==> src/hdl/fpsp_pkg.sv <==
// Constants shared by the flash program/status poller host.
// Assumes a 100 MHz pclk and an APB master with 32-bit data.
package fpsp_pkg;

  ////////////////////////////////////////////////////////////////////////
  // Clock and flash bus timing
  localparam int CLK_MHZ = 100;
  localparam int T_WP_NS = 50;     // Least write strobe low time
  localparam int T_WGAP_NS = 30;   // Least strobe high time between writes
  localparam int T_RD_NS = 120;    // Least read access time
  localparam int SYNC_DEPTH = 3;   // Flops on the data inputs
  localparam int WP_CYC = (T_WP_NS * CLK_MHZ + 999) / 1000;
  localparam int WGAP_CYC = (T_WGAP_NS * CLK_MHZ + 999) / 1000;
  localparam int RD_CYC = (T_RD_NS * CLK_MHZ + 999) / 1000 + SYNC_DEPTH;
  localparam logic [7:0] WP_CNT = 8'(WP_CYC - 1);
  localparam logic [7:0] WGAP_CNT = 8'(WGAP_CYC - 1);
  localparam logic [7:0] RD_CNT = 8'(RD_CYC - 1);

  ////////////////////////////////////////////////////////////////////////
  // Flash command words
  localparam logic [18:0] UNLOCK_ADDR1 = 19'h00555;
  localparam logic [18:0] UNLOCK_ADDR2 = 19'h002aa;
  localparam logic [7:0] UNLOCK_DATA1 = 8'haa;
  localparam logic [7:0] UNLOCK_DATA2 = 8'h55;
  localparam logic [7:0] PROGRAM_CMD = 8'ha0;
  localparam logic [7:0] RESET_CMD = 8'hf0;
  localparam logic [1:0] PROG_LAST = 2'h3;  // Four writes in all
  localparam logic [1:0] RST_LAST = 2'h0;   // One write in all
  localparam int BIT_POLL = 7;              // data_poll_bit
  localparam int BIT_TOGGLE = 6;            // toggle_bit_one
  localparam int BIT_TIMING = 5;            // timing_exceeded_flag

  ////////////////////////////////////////////////////////////////////////
  // Register map, byte offsets
  localparam logic [7:0] OFS_CTRL = 8'h00;
  localparam logic [7:0] OFS_ADDR = 8'h04;
  localparam logic [7:0] OFS_DATA = 8'h08;
  localparam logic [7:0] OFS_STATUS = 8'h0c;
  localparam int CTRL_PROG = 0;
  localparam int CTRL_RESET = 1;
  localparam int ST_BUSY = 0;
  localparam int ST_DONE = 1;
  localparam int ST_FAIL = 2;
  localparam int ST_TIMING = 3;
  localparam int ST_BYTE_LSB = 8;
  localparam logic [18:0] ADDR_RESET = 19'h00000;
  localparam logic [7:0] DATA_RESET = 8'h00;

  typedef enum logic [2:0] {
    ST_IDLE, ST_WR_LOW, ST_WR_HIGH, ST_RD_LOW, ST_RD_HIGH
  } fpsp_state_t;

  typedef enum logic {OP_PROG, OP_RST} fpsp_op_t;

endpackage : fpsp_pkg

==> src/hdl/fpsp_sync.sv <==
// Three-flop synchroniser for the flash data pins.
// Assumes inputs asynchronous to pclk; stable is high when the
// second and third flops agree.
`timescale 1ns/1ns
module fpsp_sync #(
  parameter int W = 8
) (
  // Clock and reset
  input wire logic pclk,
  input wire logic presetn,
  // Data
  input wire logic [W-1:0] din,
  output logic [W-1:0] dout,
  output logic stable
);

  logic [W-1:0] s1_q, s2_q, s3_q;

  ////////////////////////////////////////////////////////////////////////
  // Chain; only s2 reads s1
  always_ff @(posedge pclk or negedge presetn) begin
    if (!presetn) begin
      s1_q <= '0;
      s2_q <= '0;
      s3_q <= '0;
    end else begin
      s1_q <= din;
      s2_q <= s1_q;
      s3_q <= s2_q;
    end
  end

  assign dout = s3_q;
  assign stable = (s2_q == s3_q);

endmodule : fpsp_sync

==> src/hdl/fpsp_host.sv <==
// Host controller that programs one byte of a parallel flash and
// polls its write status. Software reaches it over APB.
// Assumes the flash pins are asynchronous to pclk and one flash.
//
// Local design decisions: the register addresses and the APB interface to the registers.
`timescale 1ns/1ns

// Behaviour
// - Two unlocks, program command, then data, four writes
// - Read twice, compare toggle bit for done
// - Still toggling: check timing flag, recheck, reset
// - Resumed polling restarts from first step
// - Write only with chip, write low, output high
module fpsp_host #(
  parameter int ADDR_W = 19
) (
  // Clock and reset
  input wire logic pclk,
  input wire logic presetn,
  // APB slave
  input wire logic psel,
  input wire logic penable,
  input wire logic pwrite,
  input wire logic [7:0] paddr,
  input wire logic [31:0] pwdata,
  output logic [31:0] prdata,
  output logic pready,
  output logic pslverr,
  // Flash pins
  output logic [ADDR_W-1:0] fl_addr,
  output logic [7:0] fl_dq_o,
  output logic fl_dq_oe,
  input wire logic [7:0] fl_dq_i,
  output logic fl_ce_n,
  output logic fl_we_n,
  output logic fl_oe_n
);

  fpsp_pkg::fpsp_state_t state_q, state_d;
  fpsp_pkg::fpsp_op_t op_q, op_d;
  logic [7:0] tmr_q, tmr_d;
  logic [1:0] idx_q, idx_d;
  logic rd2_q, rd2_d;         // Second read of a pair pending
  logic recheck_q, recheck_d; // Timing flag seen, one more pair
  logic [7:0] first_q, first_d;
  logic [7:0] byte_q, byte_d;
  logic [ADDR_W-1:0] addr_q, addr_d;
  logic [7:0] data_q, data_d;
  logic done_q, done_d, fail_q, fail_d, tmo_q, tmo_d;
  logic [ADDR_W-1:0] pa_q, pa_d;
  logic [7:0] pd_q, pd_d;
  logic ce_q, ce_d, we_q, we_d, oe_q, oe_d, doe_q, doe_d;
  logic [31:0] prdata_q, prdata_d;
  logic pready_q, pslverr_q, pslverr_d;
  logic [7:0] dq_s;
  logic dq_stable;
  logic wr_acc, setup;

  fpsp_sync #(.W(8)) u_sync (
    .pclk(pclk),
    .presetn(presetn),
    .din(fl_dq_i),
    .dout(dq_s),
    .stable(dq_stable)
  );

  // Address and data of write idx of the current command
  function automatic logic [ADDR_W+7:0] cmd_word(
    input fpsp_pkg::fpsp_op_t op, input logic [1:0] idx,
    input logic [ADDR_W-1:0] ua, input logic [7:0] ud);
    logic [ADDR_W+7:0] w;
    w = {ua, fpsp_pkg::RESET_CMD};
    if (op == fpsp_pkg::OP_PROG) begin
      case (idx)
        2'h0: w = {ADDR_W'(fpsp_pkg::UNLOCK_ADDR1), fpsp_pkg::UNLOCK_DATA1};
        2'h1: w = {ADDR_W'(fpsp_pkg::UNLOCK_ADDR2), fpsp_pkg::UNLOCK_DATA2};
        2'h2: w = {ADDR_W'(fpsp_pkg::UNLOCK_ADDR1), fpsp_pkg::PROGRAM_CMD};
        default: w = {ua, ud};
      endcase
    end
    return w;
  endfunction : cmd_word

  ////////////////////////////////////////////////////////////////////////
  // APB decode; zero wait states, so read data is set up in setup phase
  assign setup = psel && !penable;
  assign wr_acc = psel && penable && pwrite;

  always_comb begin
    prdata_d = prdata_q;
    pslverr_d = pslverr_q;
    if (setup) begin
      prdata_d = 32'h00000000;
      pslverr_d = 1'b0;
      case (paddr)
        fpsp_pkg::OFS_CTRL: prdata_d = 32'h00000000;
        fpsp_pkg::OFS_ADDR: prdata_d = 32'(addr_q);
        fpsp_pkg::OFS_DATA: prdata_d = 32'(data_q);
        fpsp_pkg::OFS_STATUS: begin
          prdata_d[fpsp_pkg::ST_BUSY] = (state_q != fpsp_pkg::ST_IDLE);
          prdata_d[fpsp_pkg::ST_DONE] = done_q;
          prdata_d[fpsp_pkg::ST_FAIL] = fail_q;
          prdata_d[fpsp_pkg::ST_TIMING] = tmo_q;
          prdata_d[fpsp_pkg::ST_BYTE_LSB +: 8] = byte_q;
        end
        default: pslverr_d = 1'b1;  // Unmapped offset
      endcase
    end
  end

  ////////////////////////////////////////////////////////////////////////
  // Sequencer: writes, paired status reads and the decision after each
  always_comb begin
    state_d = state_q;
    op_d = op_q;
    tmr_d = tmr_q;
    idx_d = idx_q;
    rd2_d = rd2_q;
    recheck_d = recheck_q;
    first_d = first_q;
    byte_d = byte_q;
    addr_d = addr_q;
    data_d = data_q;
    done_d = done_q;
    fail_d = fail_q;
    tmo_d = tmo_q;
    // Operands are locked while an operation runs
    if (wr_acc && state_q == fpsp_pkg::ST_IDLE) begin
      if (paddr == fpsp_pkg::OFS_ADDR) addr_d = pwdata[ADDR_W-1:0];
      if (paddr == fpsp_pkg::OFS_DATA) data_d = pwdata[7:0];
      if (paddr == fpsp_pkg::OFS_CTRL &&
          (pwdata[fpsp_pkg::CTRL_PROG] || pwdata[fpsp_pkg::CTRL_RESET])) begin
        op_d = pwdata[fpsp_pkg::CTRL_PROG] ? fpsp_pkg::OP_PROG
                                            : fpsp_pkg::OP_RST;
        state_d = fpsp_pkg::ST_WR_LOW;
        tmr_d = fpsp_pkg::WP_CNT;
        idx_d = 2'h0;
        rd2_d = 1'b0;
        recheck_d = 1'b0;
        done_d = 1'b0;
        fail_d = 1'b0;
        tmo_d = 1'b0;
      end
    end
    case (state_q)
      fpsp_pkg::ST_IDLE: ;
      fpsp_pkg::ST_WR_LOW: begin
        if (tmr_q == 8'h00) begin
          state_d = fpsp_pkg::ST_WR_HIGH;
          tmr_d = fpsp_pkg::WGAP_CNT;
        end else tmr_d = tmr_q - 8'h01;
      end
      fpsp_pkg::ST_WR_HIGH: begin
        if (tmr_q != 8'h00) tmr_d = tmr_q - 8'h01;
        else if (op_q == fpsp_pkg::OP_PROG &&
                 idx_q != fpsp_pkg::PROG_LAST) begin
          idx_d = idx_q + 2'h1;
          state_d = fpsp_pkg::ST_WR_LOW;
          tmr_d = fpsp_pkg::WP_CNT;
        end else if (op_q == fpsp_pkg::OP_PROG) begin
          state_d = fpsp_pkg::ST_RD_LOW;
          tmr_d = fpsp_pkg::RD_CNT;
        end else begin
          state_d = fpsp_pkg::ST_IDLE;
          done_d = ~fail_q;
        end
      end
      fpsp_pkg::ST_RD_LOW: begin
        if (tmr_q != 8'h00) tmr_d = tmr_q - 8'h01;
        else if (dq_stable) begin
          byte_d = dq_s;
          state_d = fpsp_pkg::ST_RD_HIGH;
          tmr_d = fpsp_pkg::WGAP_CNT;
        end
      end
      fpsp_pkg::ST_RD_HIGH: begin
        if (tmr_q != 8'h00) tmr_d = tmr_q - 8'h01;
        else begin
          state_d = fpsp_pkg::ST_RD_LOW;
          tmr_d = fpsp_pkg::RD_CNT;
          rd2_d = ~rd2_q;
          if (!rd2_q) first_d = byte_q;
          else if (first_q[fpsp_pkg::BIT_TOGGLE] ==
                   byte_q[fpsp_pkg::BIT_TOGGLE]) begin
            // Settled: the byte now holds the array data; fail if it is not the programmed data
            state_d = fpsp_pkg::ST_IDLE;
            done_d = 1'b1;
            fail_d = (byte_q != data_q);
          end else if (byte_q[fpsp_pkg::BIT_TIMING]) begin
            tmo_d = 1'b1;
            if (recheck_q) begin
              // Failed: leave the flash in read mode again
              fail_d = 1'b1;
              op_d = fpsp_pkg::OP_RST;
              idx_d = 2'h0;
              state_d = fpsp_pkg::ST_WR_LOW;
              tmr_d = fpsp_pkg::WP_CNT;
            end else recheck_d = 1'b1;
          end else recheck_d = 1'b0;
        end
      end
      default: state_d = fpsp_pkg::ST_IDLE;
    endcase
  end

  ////////////////////////////////////////////////////////////////////////
  // Pin drive from next state; outputs come straight from flops
  always_comb begin
    {pa_d, pd_d} = cmd_word(op_d, idx_d, addr_d, data_d);
    ce_d = 1'b1;
    we_d = 1'b1;
    oe_d = 1'b1;
    doe_d = 1'b0;
    case (state_d)
      fpsp_pkg::ST_WR_LOW: begin
        ce_d = 1'b0;
        we_d = 1'b0;
        doe_d = 1'b1;
      end
      fpsp_pkg::ST_WR_HIGH: doe_d = 1'b1;  // Data hold past rising edge
      fpsp_pkg::ST_RD_LOW: begin
        ce_d = 1'b0;
        oe_d = 1'b0;
      end
      default: ;
    endcase
  end

  ////////////////////////////////////////////////////////////////////////
  // Registers
  always_ff @(posedge pclk or negedge presetn) begin
    if (!presetn) begin
      state_q <= fpsp_pkg::ST_IDLE;
      op_q <= fpsp_pkg::OP_PROG;
      tmr_q <= 8'h00;
      idx_q <= 2'h0;
      rd2_q <= 1'b0;
      recheck_q <= 1'b0;
      first_q <= 8'h00;
      byte_q <= 8'h00;
      addr_q <= fpsp_pkg::ADDR_RESET;
      data_q <= fpsp_pkg::DATA_RESET;
      done_q <= 1'b0;
      fail_q <= 1'b0;
      tmo_q <= 1'b0;
      pa_q <= '0;
      pd_q <= 8'h00;
      ce_q <= 1'b1;
      we_q <= 1'b1;
      oe_q <= 1'b1;
      doe_q <= 1'b0;
      prdata_q <= 32'h00000000;
      pready_q <= 1'b0;
      pslverr_q <= 1'b0;
    end else begin
      state_q <= state_d;
      op_q <= op_d;
      tmr_q <= tmr_d;
      idx_q <= idx_d;
      rd2_q <= rd2_d;
      recheck_q <= recheck_d;
      first_q <= first_d;
      byte_q <= byte_d;
      addr_q <= addr_d;
      data_q <= data_d;
      done_q <= done_d;
      fail_q <= fail_d;
      tmo_q <= tmo_d;
      pa_q <= pa_d;
      pd_q <= pd_d;
      ce_q <= ce_d;
      we_q <= we_d;
      oe_q <= oe_d;
      doe_q <= doe_d;
      prdata_q <= prdata_d;
      pready_q <= 1'b1;
      pslverr_q <= pslverr_d;
    end
  end

  assign prdata = prdata_q;
  assign pready = pready_q;
  assign pslverr = pslverr_q;
  assign fl_addr = pa_q;
  assign fl_dq_o = pd_q;
  assign fl_dq_oe = doe_q;
  assign fl_ce_n = ce_q;
  assign fl_we_n = we_q;
  assign fl_oe_n = oe_q;
endmodule : fpsp_host

==> config.mk <==
export PLATFORM = sky130hd
export DESIGN_NAME = fpsp_host
export DESIGN_NICKNAME = d
export VERILOG_FILES = /design/src/hdl/fpsp_pkg.sv /design/src/hdl/fpsp_sync.sv /design/src/hdl/fpsp_host.sv
export SDC_FILE = /design/constraint.sdc
export NUM_CORES = 1
export LEC_CHECK = 0
export ABC_CLOCK_PERIOD_IN_PS = 5700
export BUFFER_PORTS_ARGS = -buffer_cell sky130_fd_sc_hd__buf_2
export CORE_UTILIZATION = 50
export DETAILED_ROUTE_END_ITERATION = 8
export HOLD_SLACK_MARGIN = 0.03
export PLACE_DENSITY_LB_ADDON = 0.12
export SETUP_SLACK_MARGIN = 0.02
export SLEW_MARGIN = 25
export SYNTH_ARGS = -nofsm -noshare
export SYNTH_HDL_FRONTEND = slang
export SYNTH_SLANG_ARGS = --single-unit
==> constraint.sdc <==
create_clock -name pclk -period 5.7 [get_ports pclk]
set_input_delay 0.855 -clock pclk [delete_from_list [all_inputs] [get_ports pclk]]
set_output_delay 0.855 -clock pclk [all_outputs]
set_load 0.02 [all_outputs]
==> flow_summary_export.csv <==
group,metric,value,unit
synth,synth_seq_area_share,57.71,%
timing,slew_viol_final,0,
synth,synthSimpleGateAreaFrac,16.15,%
power_and_ir_drop,power.leakage,3.431,nW
floorplanning,die_w,108.6,um
global_routing,grt_overflow,0,
critical_path,criticalPathCategory,"in2reg",
critical_path,crit_arrival,3.88,ns
critical_path,cp_slowest_stage_delay,0.66,ns
detailed_routing,ant_nets,0,
synth,async_flop_share,100.0,%
cts,cts_tree,"built",
detailed_routing,dr.pass1.iters,5,
critical_path,critPathSlowestCell,"and3_1",
power_and_ir_drop,p_sw,0.4507,mW
global_routing,grt_usage,22.67,%
detailed_routing,post_drt_wl_per_cell,16.57,um
critical_path,cp-start-kind,"primary input",
floorplanning,num_rows,38,
cts,cts_made_buffers,17,
cells_and_area,design_area,0.006814,sq mm
critical_path,required,6.01,ns
timing,max_freq,280.1,MHz
cts,path_clk_slew,0.05,ns
synth,avgSynthCellArea,11.11,sq um
synth,yosys-top-cells-count,"dfrtp_1, nand2_1, nor2_1",
detailed_routing,via_per_inst,5.572,
power_and_ir_drop,internal_power,1.743,mW
cts,cts_sinks,131,
placed_design,hpwl,8.962,mm
power_and_ir_drop,clockPowerShare,52.4,%
power_and_ir_drop,p_comb_share,3.9,%
synth,synth-main-ff-cell,"dfrtp_1",
cts,htreeDepth,4,
synth,synth_area,0.005687,sq mm
cts,clock_latency,0.42,ns
run,cap_violations,0,
timing,fin_ws,2.130,ns
placed_design,io_buffers,91,
synth,ys_types,69,
floorplanning,core,0.01098,sq mm
cts,ctsLongestPathBuffers,2,
floorplanning,die_height,108.6,um
detailed_routing,drc_errors,0,
timing,hold_violations,0,
run_status,outcome,"completed",
critical_path,path_max_fanout,18,
synth,yosysMostFrequentCell,"dfrtp_1",
critical_path,worstSetupEndpointType,"flop",
global_routing,grt_max_degree,72,
timing,period_share,62.64,%
synth,synth_xor_xnor_area_share,3.234,%
synth,synthAdderAreaFrac,0.6601,%
cts,holdBufCountCts,0,
placed_design,gp_congestion,0.9149,
floorplanning,dieArea,0.01180,sq mm
timing,setup_viol,0,
floorplanning,start_util,51.78,%
power_and_ir_drop,seq_power_share,43.7,%
hold_path,hold_path_class,"reg2reg",
cells_and_area,fin_nets,657,
synth,muxShareOfSynthArea,5.391,%
synth,netlist_top_cells_area,"dfrtp_1, nand2_1, mux2_2, nor2_1, a21oi_1",
timing,fin_worst_skew,0.007511,ns
cells_and_area,layout-drive-gt1-share,27.08,%
critical_path,cp_cell_sequence,"buf_2 > or4_1 > nor3_1 > and3_1 > nand2b_1 > mux2_2 > a21o_1",
power_and_ir_drop,irDropWorstVdd,0.2363,mV
synth,ys_warn_count,0,
placed_design,place_worst_setup_slack,1.713,ns
cts,cts_resized,0,
global_routing,antenna_found_initial,0,
placed_design,placed_area,0.006172,sq mm
synth,synth_top_family_by_area,"simple AND/OR/NAND/NOR gates",
cells_and_area,diodes,0,
detailed_routing,wl,12.48,mm
synth,synth-compound-area-share,12.48,%
detailed_routing,vias,4196,
timing,setup_tns,0,ns
synth,syn_inst,512,
timing,period_needed,3.571,ns
floorplanning,ios,118,
timing,relSlewSlack,33.11,%
cts,cts_root_buf,"clkbuf_16",
synth,ys_seq_elements,131,
cells_and_area,area_growth,19.82,%
synth,yosysTopAreaCellShare,56.33,%
synth,synth-edff-count,0,
power_and_ir_drop,p_sw_share,20.55,%
cts,cts_setup_buffers,0,
global_routing,grt_pass1_wl,19.82,mm
synth,synth_area_leader_cell,"dfrtp_1",
detailed_routing,drtIter0Drc,197,
timing,worst_pin_slew,0.9908,ns
timing,rsz0062_at_grt,"no",
timing,hold_slack,0.3446,ns
power_and_ir_drop,p_per_area,321.9,mW/mm^2
global_routing,grt_pass1_vias,3949,
## placed cells by master, fill, tap and decap left out, types with 3 or more instances in the layout
cell | synthesis | layout
ha_1 | 3 | 3
mux2i_1 | 7 | 7
nor2_2 | 3 | 3
clkbuf_16 | 0 | 17
mux2_2 | 21 | 21
buf_2 | 4 | 90
dfstp_2 | 3 | 3
and2_1 | 4 | 4
nand3_1 | 17 | 17
a31oi_1 | 6 | 6
dfrtp_1 | 128 | 128
bufinv_16 | 0 | 3
nand4_1 | 4 | 4
a221oi_1 | 10 | 10
conb_1 | 2 | 14
a21o_1 | 9 | 9
nor2b_1 | 5 | 4
inv_1 | 11 | 11
nand2b_1 | 8 | 8
a22oi_1 | 5 | 5
nor4_1 | 4 | 4
nor3_1 | 9 | 9
o21ai_0 | 12 | 12
a21oi_1 | 23 | 23
or4_1 | 3 | 3
xor2_1 | 13 | 13
and3_1 | 4 | 4
nor2_1 | 37 | 37
xnor2_1 | 8 | 8
clkbuf_8 | 0 | 7
nand2_1 | 67 | 67
## power groups by stage
stage | clock network [mW] | registers [mW] | logic [mW]
finish | 1.15 | 0.958 | 0.0864
global route | 1.21 | 0.960 | 0.0980
CTS | 1.17 | 0.958 | 0.0877
detailed placement | 0 | 0.975 | 0.0874
global placement | 0 | 0.973 | 0.0859
floorplan | 0 | 0.983 | 0.0355
## worst max-delay path: cells and delay by family
family,cells,cell delay (ns)
buf+inv,1,0.09
mux,1,0.48
simple gates,4,2.26
compound gates,1,0.16
## layer usage
metal,GRT usage [%],vias up,wire length [um]
met1,29.15,2039,5394
li1,-,1962,-
met4,9.266,0,226
met5,0,-,0
met3,6.216,21,728
met2,36.30,174,6127
## final timing paths
path | cells after the start | slack (ns) | to | startpoint
setup / recovery | 7 | 2.13 | fl_addr[8] | paddr[1]
hold / removal | 0 | 0.34 | u_sync.s2_q[6] | u_sync.s1_q[6]
setup reg to reg | 5 | 2.53 | fl_dq_o[4] | state_q[0]
hold reg to reg | 0 | 0.34 | u_sync.s2_q[6] | u_sync.s1_q[6]
max in group asynchronous | 2 | 3.85 | tmr_q[3] | presetn
min in group asynchronous | 1 | 0.55 | fl_addr[1] | presetn
## layout make-up
class	count	area [sq um]
fill	909	4169
sequential	131	3282
multi-input combinational	348	2211
clock buffer	25	525.5
timing repair buffer	92	465.4
tap	140	175.2
clock inverter	6	113.9
inverter	11	41.29
## state kept, by name, summed over array words and instances, names as in the netlist, 2 cells and up
register     flops
addr_q          19
u_sync.dout      8
state_q          3
idx_q            2
data_q           8
tmr_q            8
u_sync.s2_q      8
byte_q           8
fl_dq_o          8
prdata          19
fl_addr         19
u_sync.s1_q      8
## kinds of logic (layout without fill, tap and decap cells)
logic type / after synthesis / in the layout
simple gates: 184 / 184
flops: 131 / 131
compound gates: 98 / 98
buf+inv: 45 / 134
mux: 28 / 28
xor+xnor: 21 / 21
fa+ha+maj: 3 / 3
other cells: 2 / 14
## metrics by stage
| stage | std cells | power, mW | util [%] |
|---|---|---|---|
| floorplan | 524 | 1.019 | - |
| global placement | 722 | 1.059 | 56.20 |
| detailed placement | 722 | 1.062 | 56.20 |
| CTS | 753 | 2.216 | 62.02 |
| global route | 753 | 2.271 | 62.04 |
| finish | 753 | 2.193 | 62.04 |
Note: power is estimated with default switching activity, not from simulation.
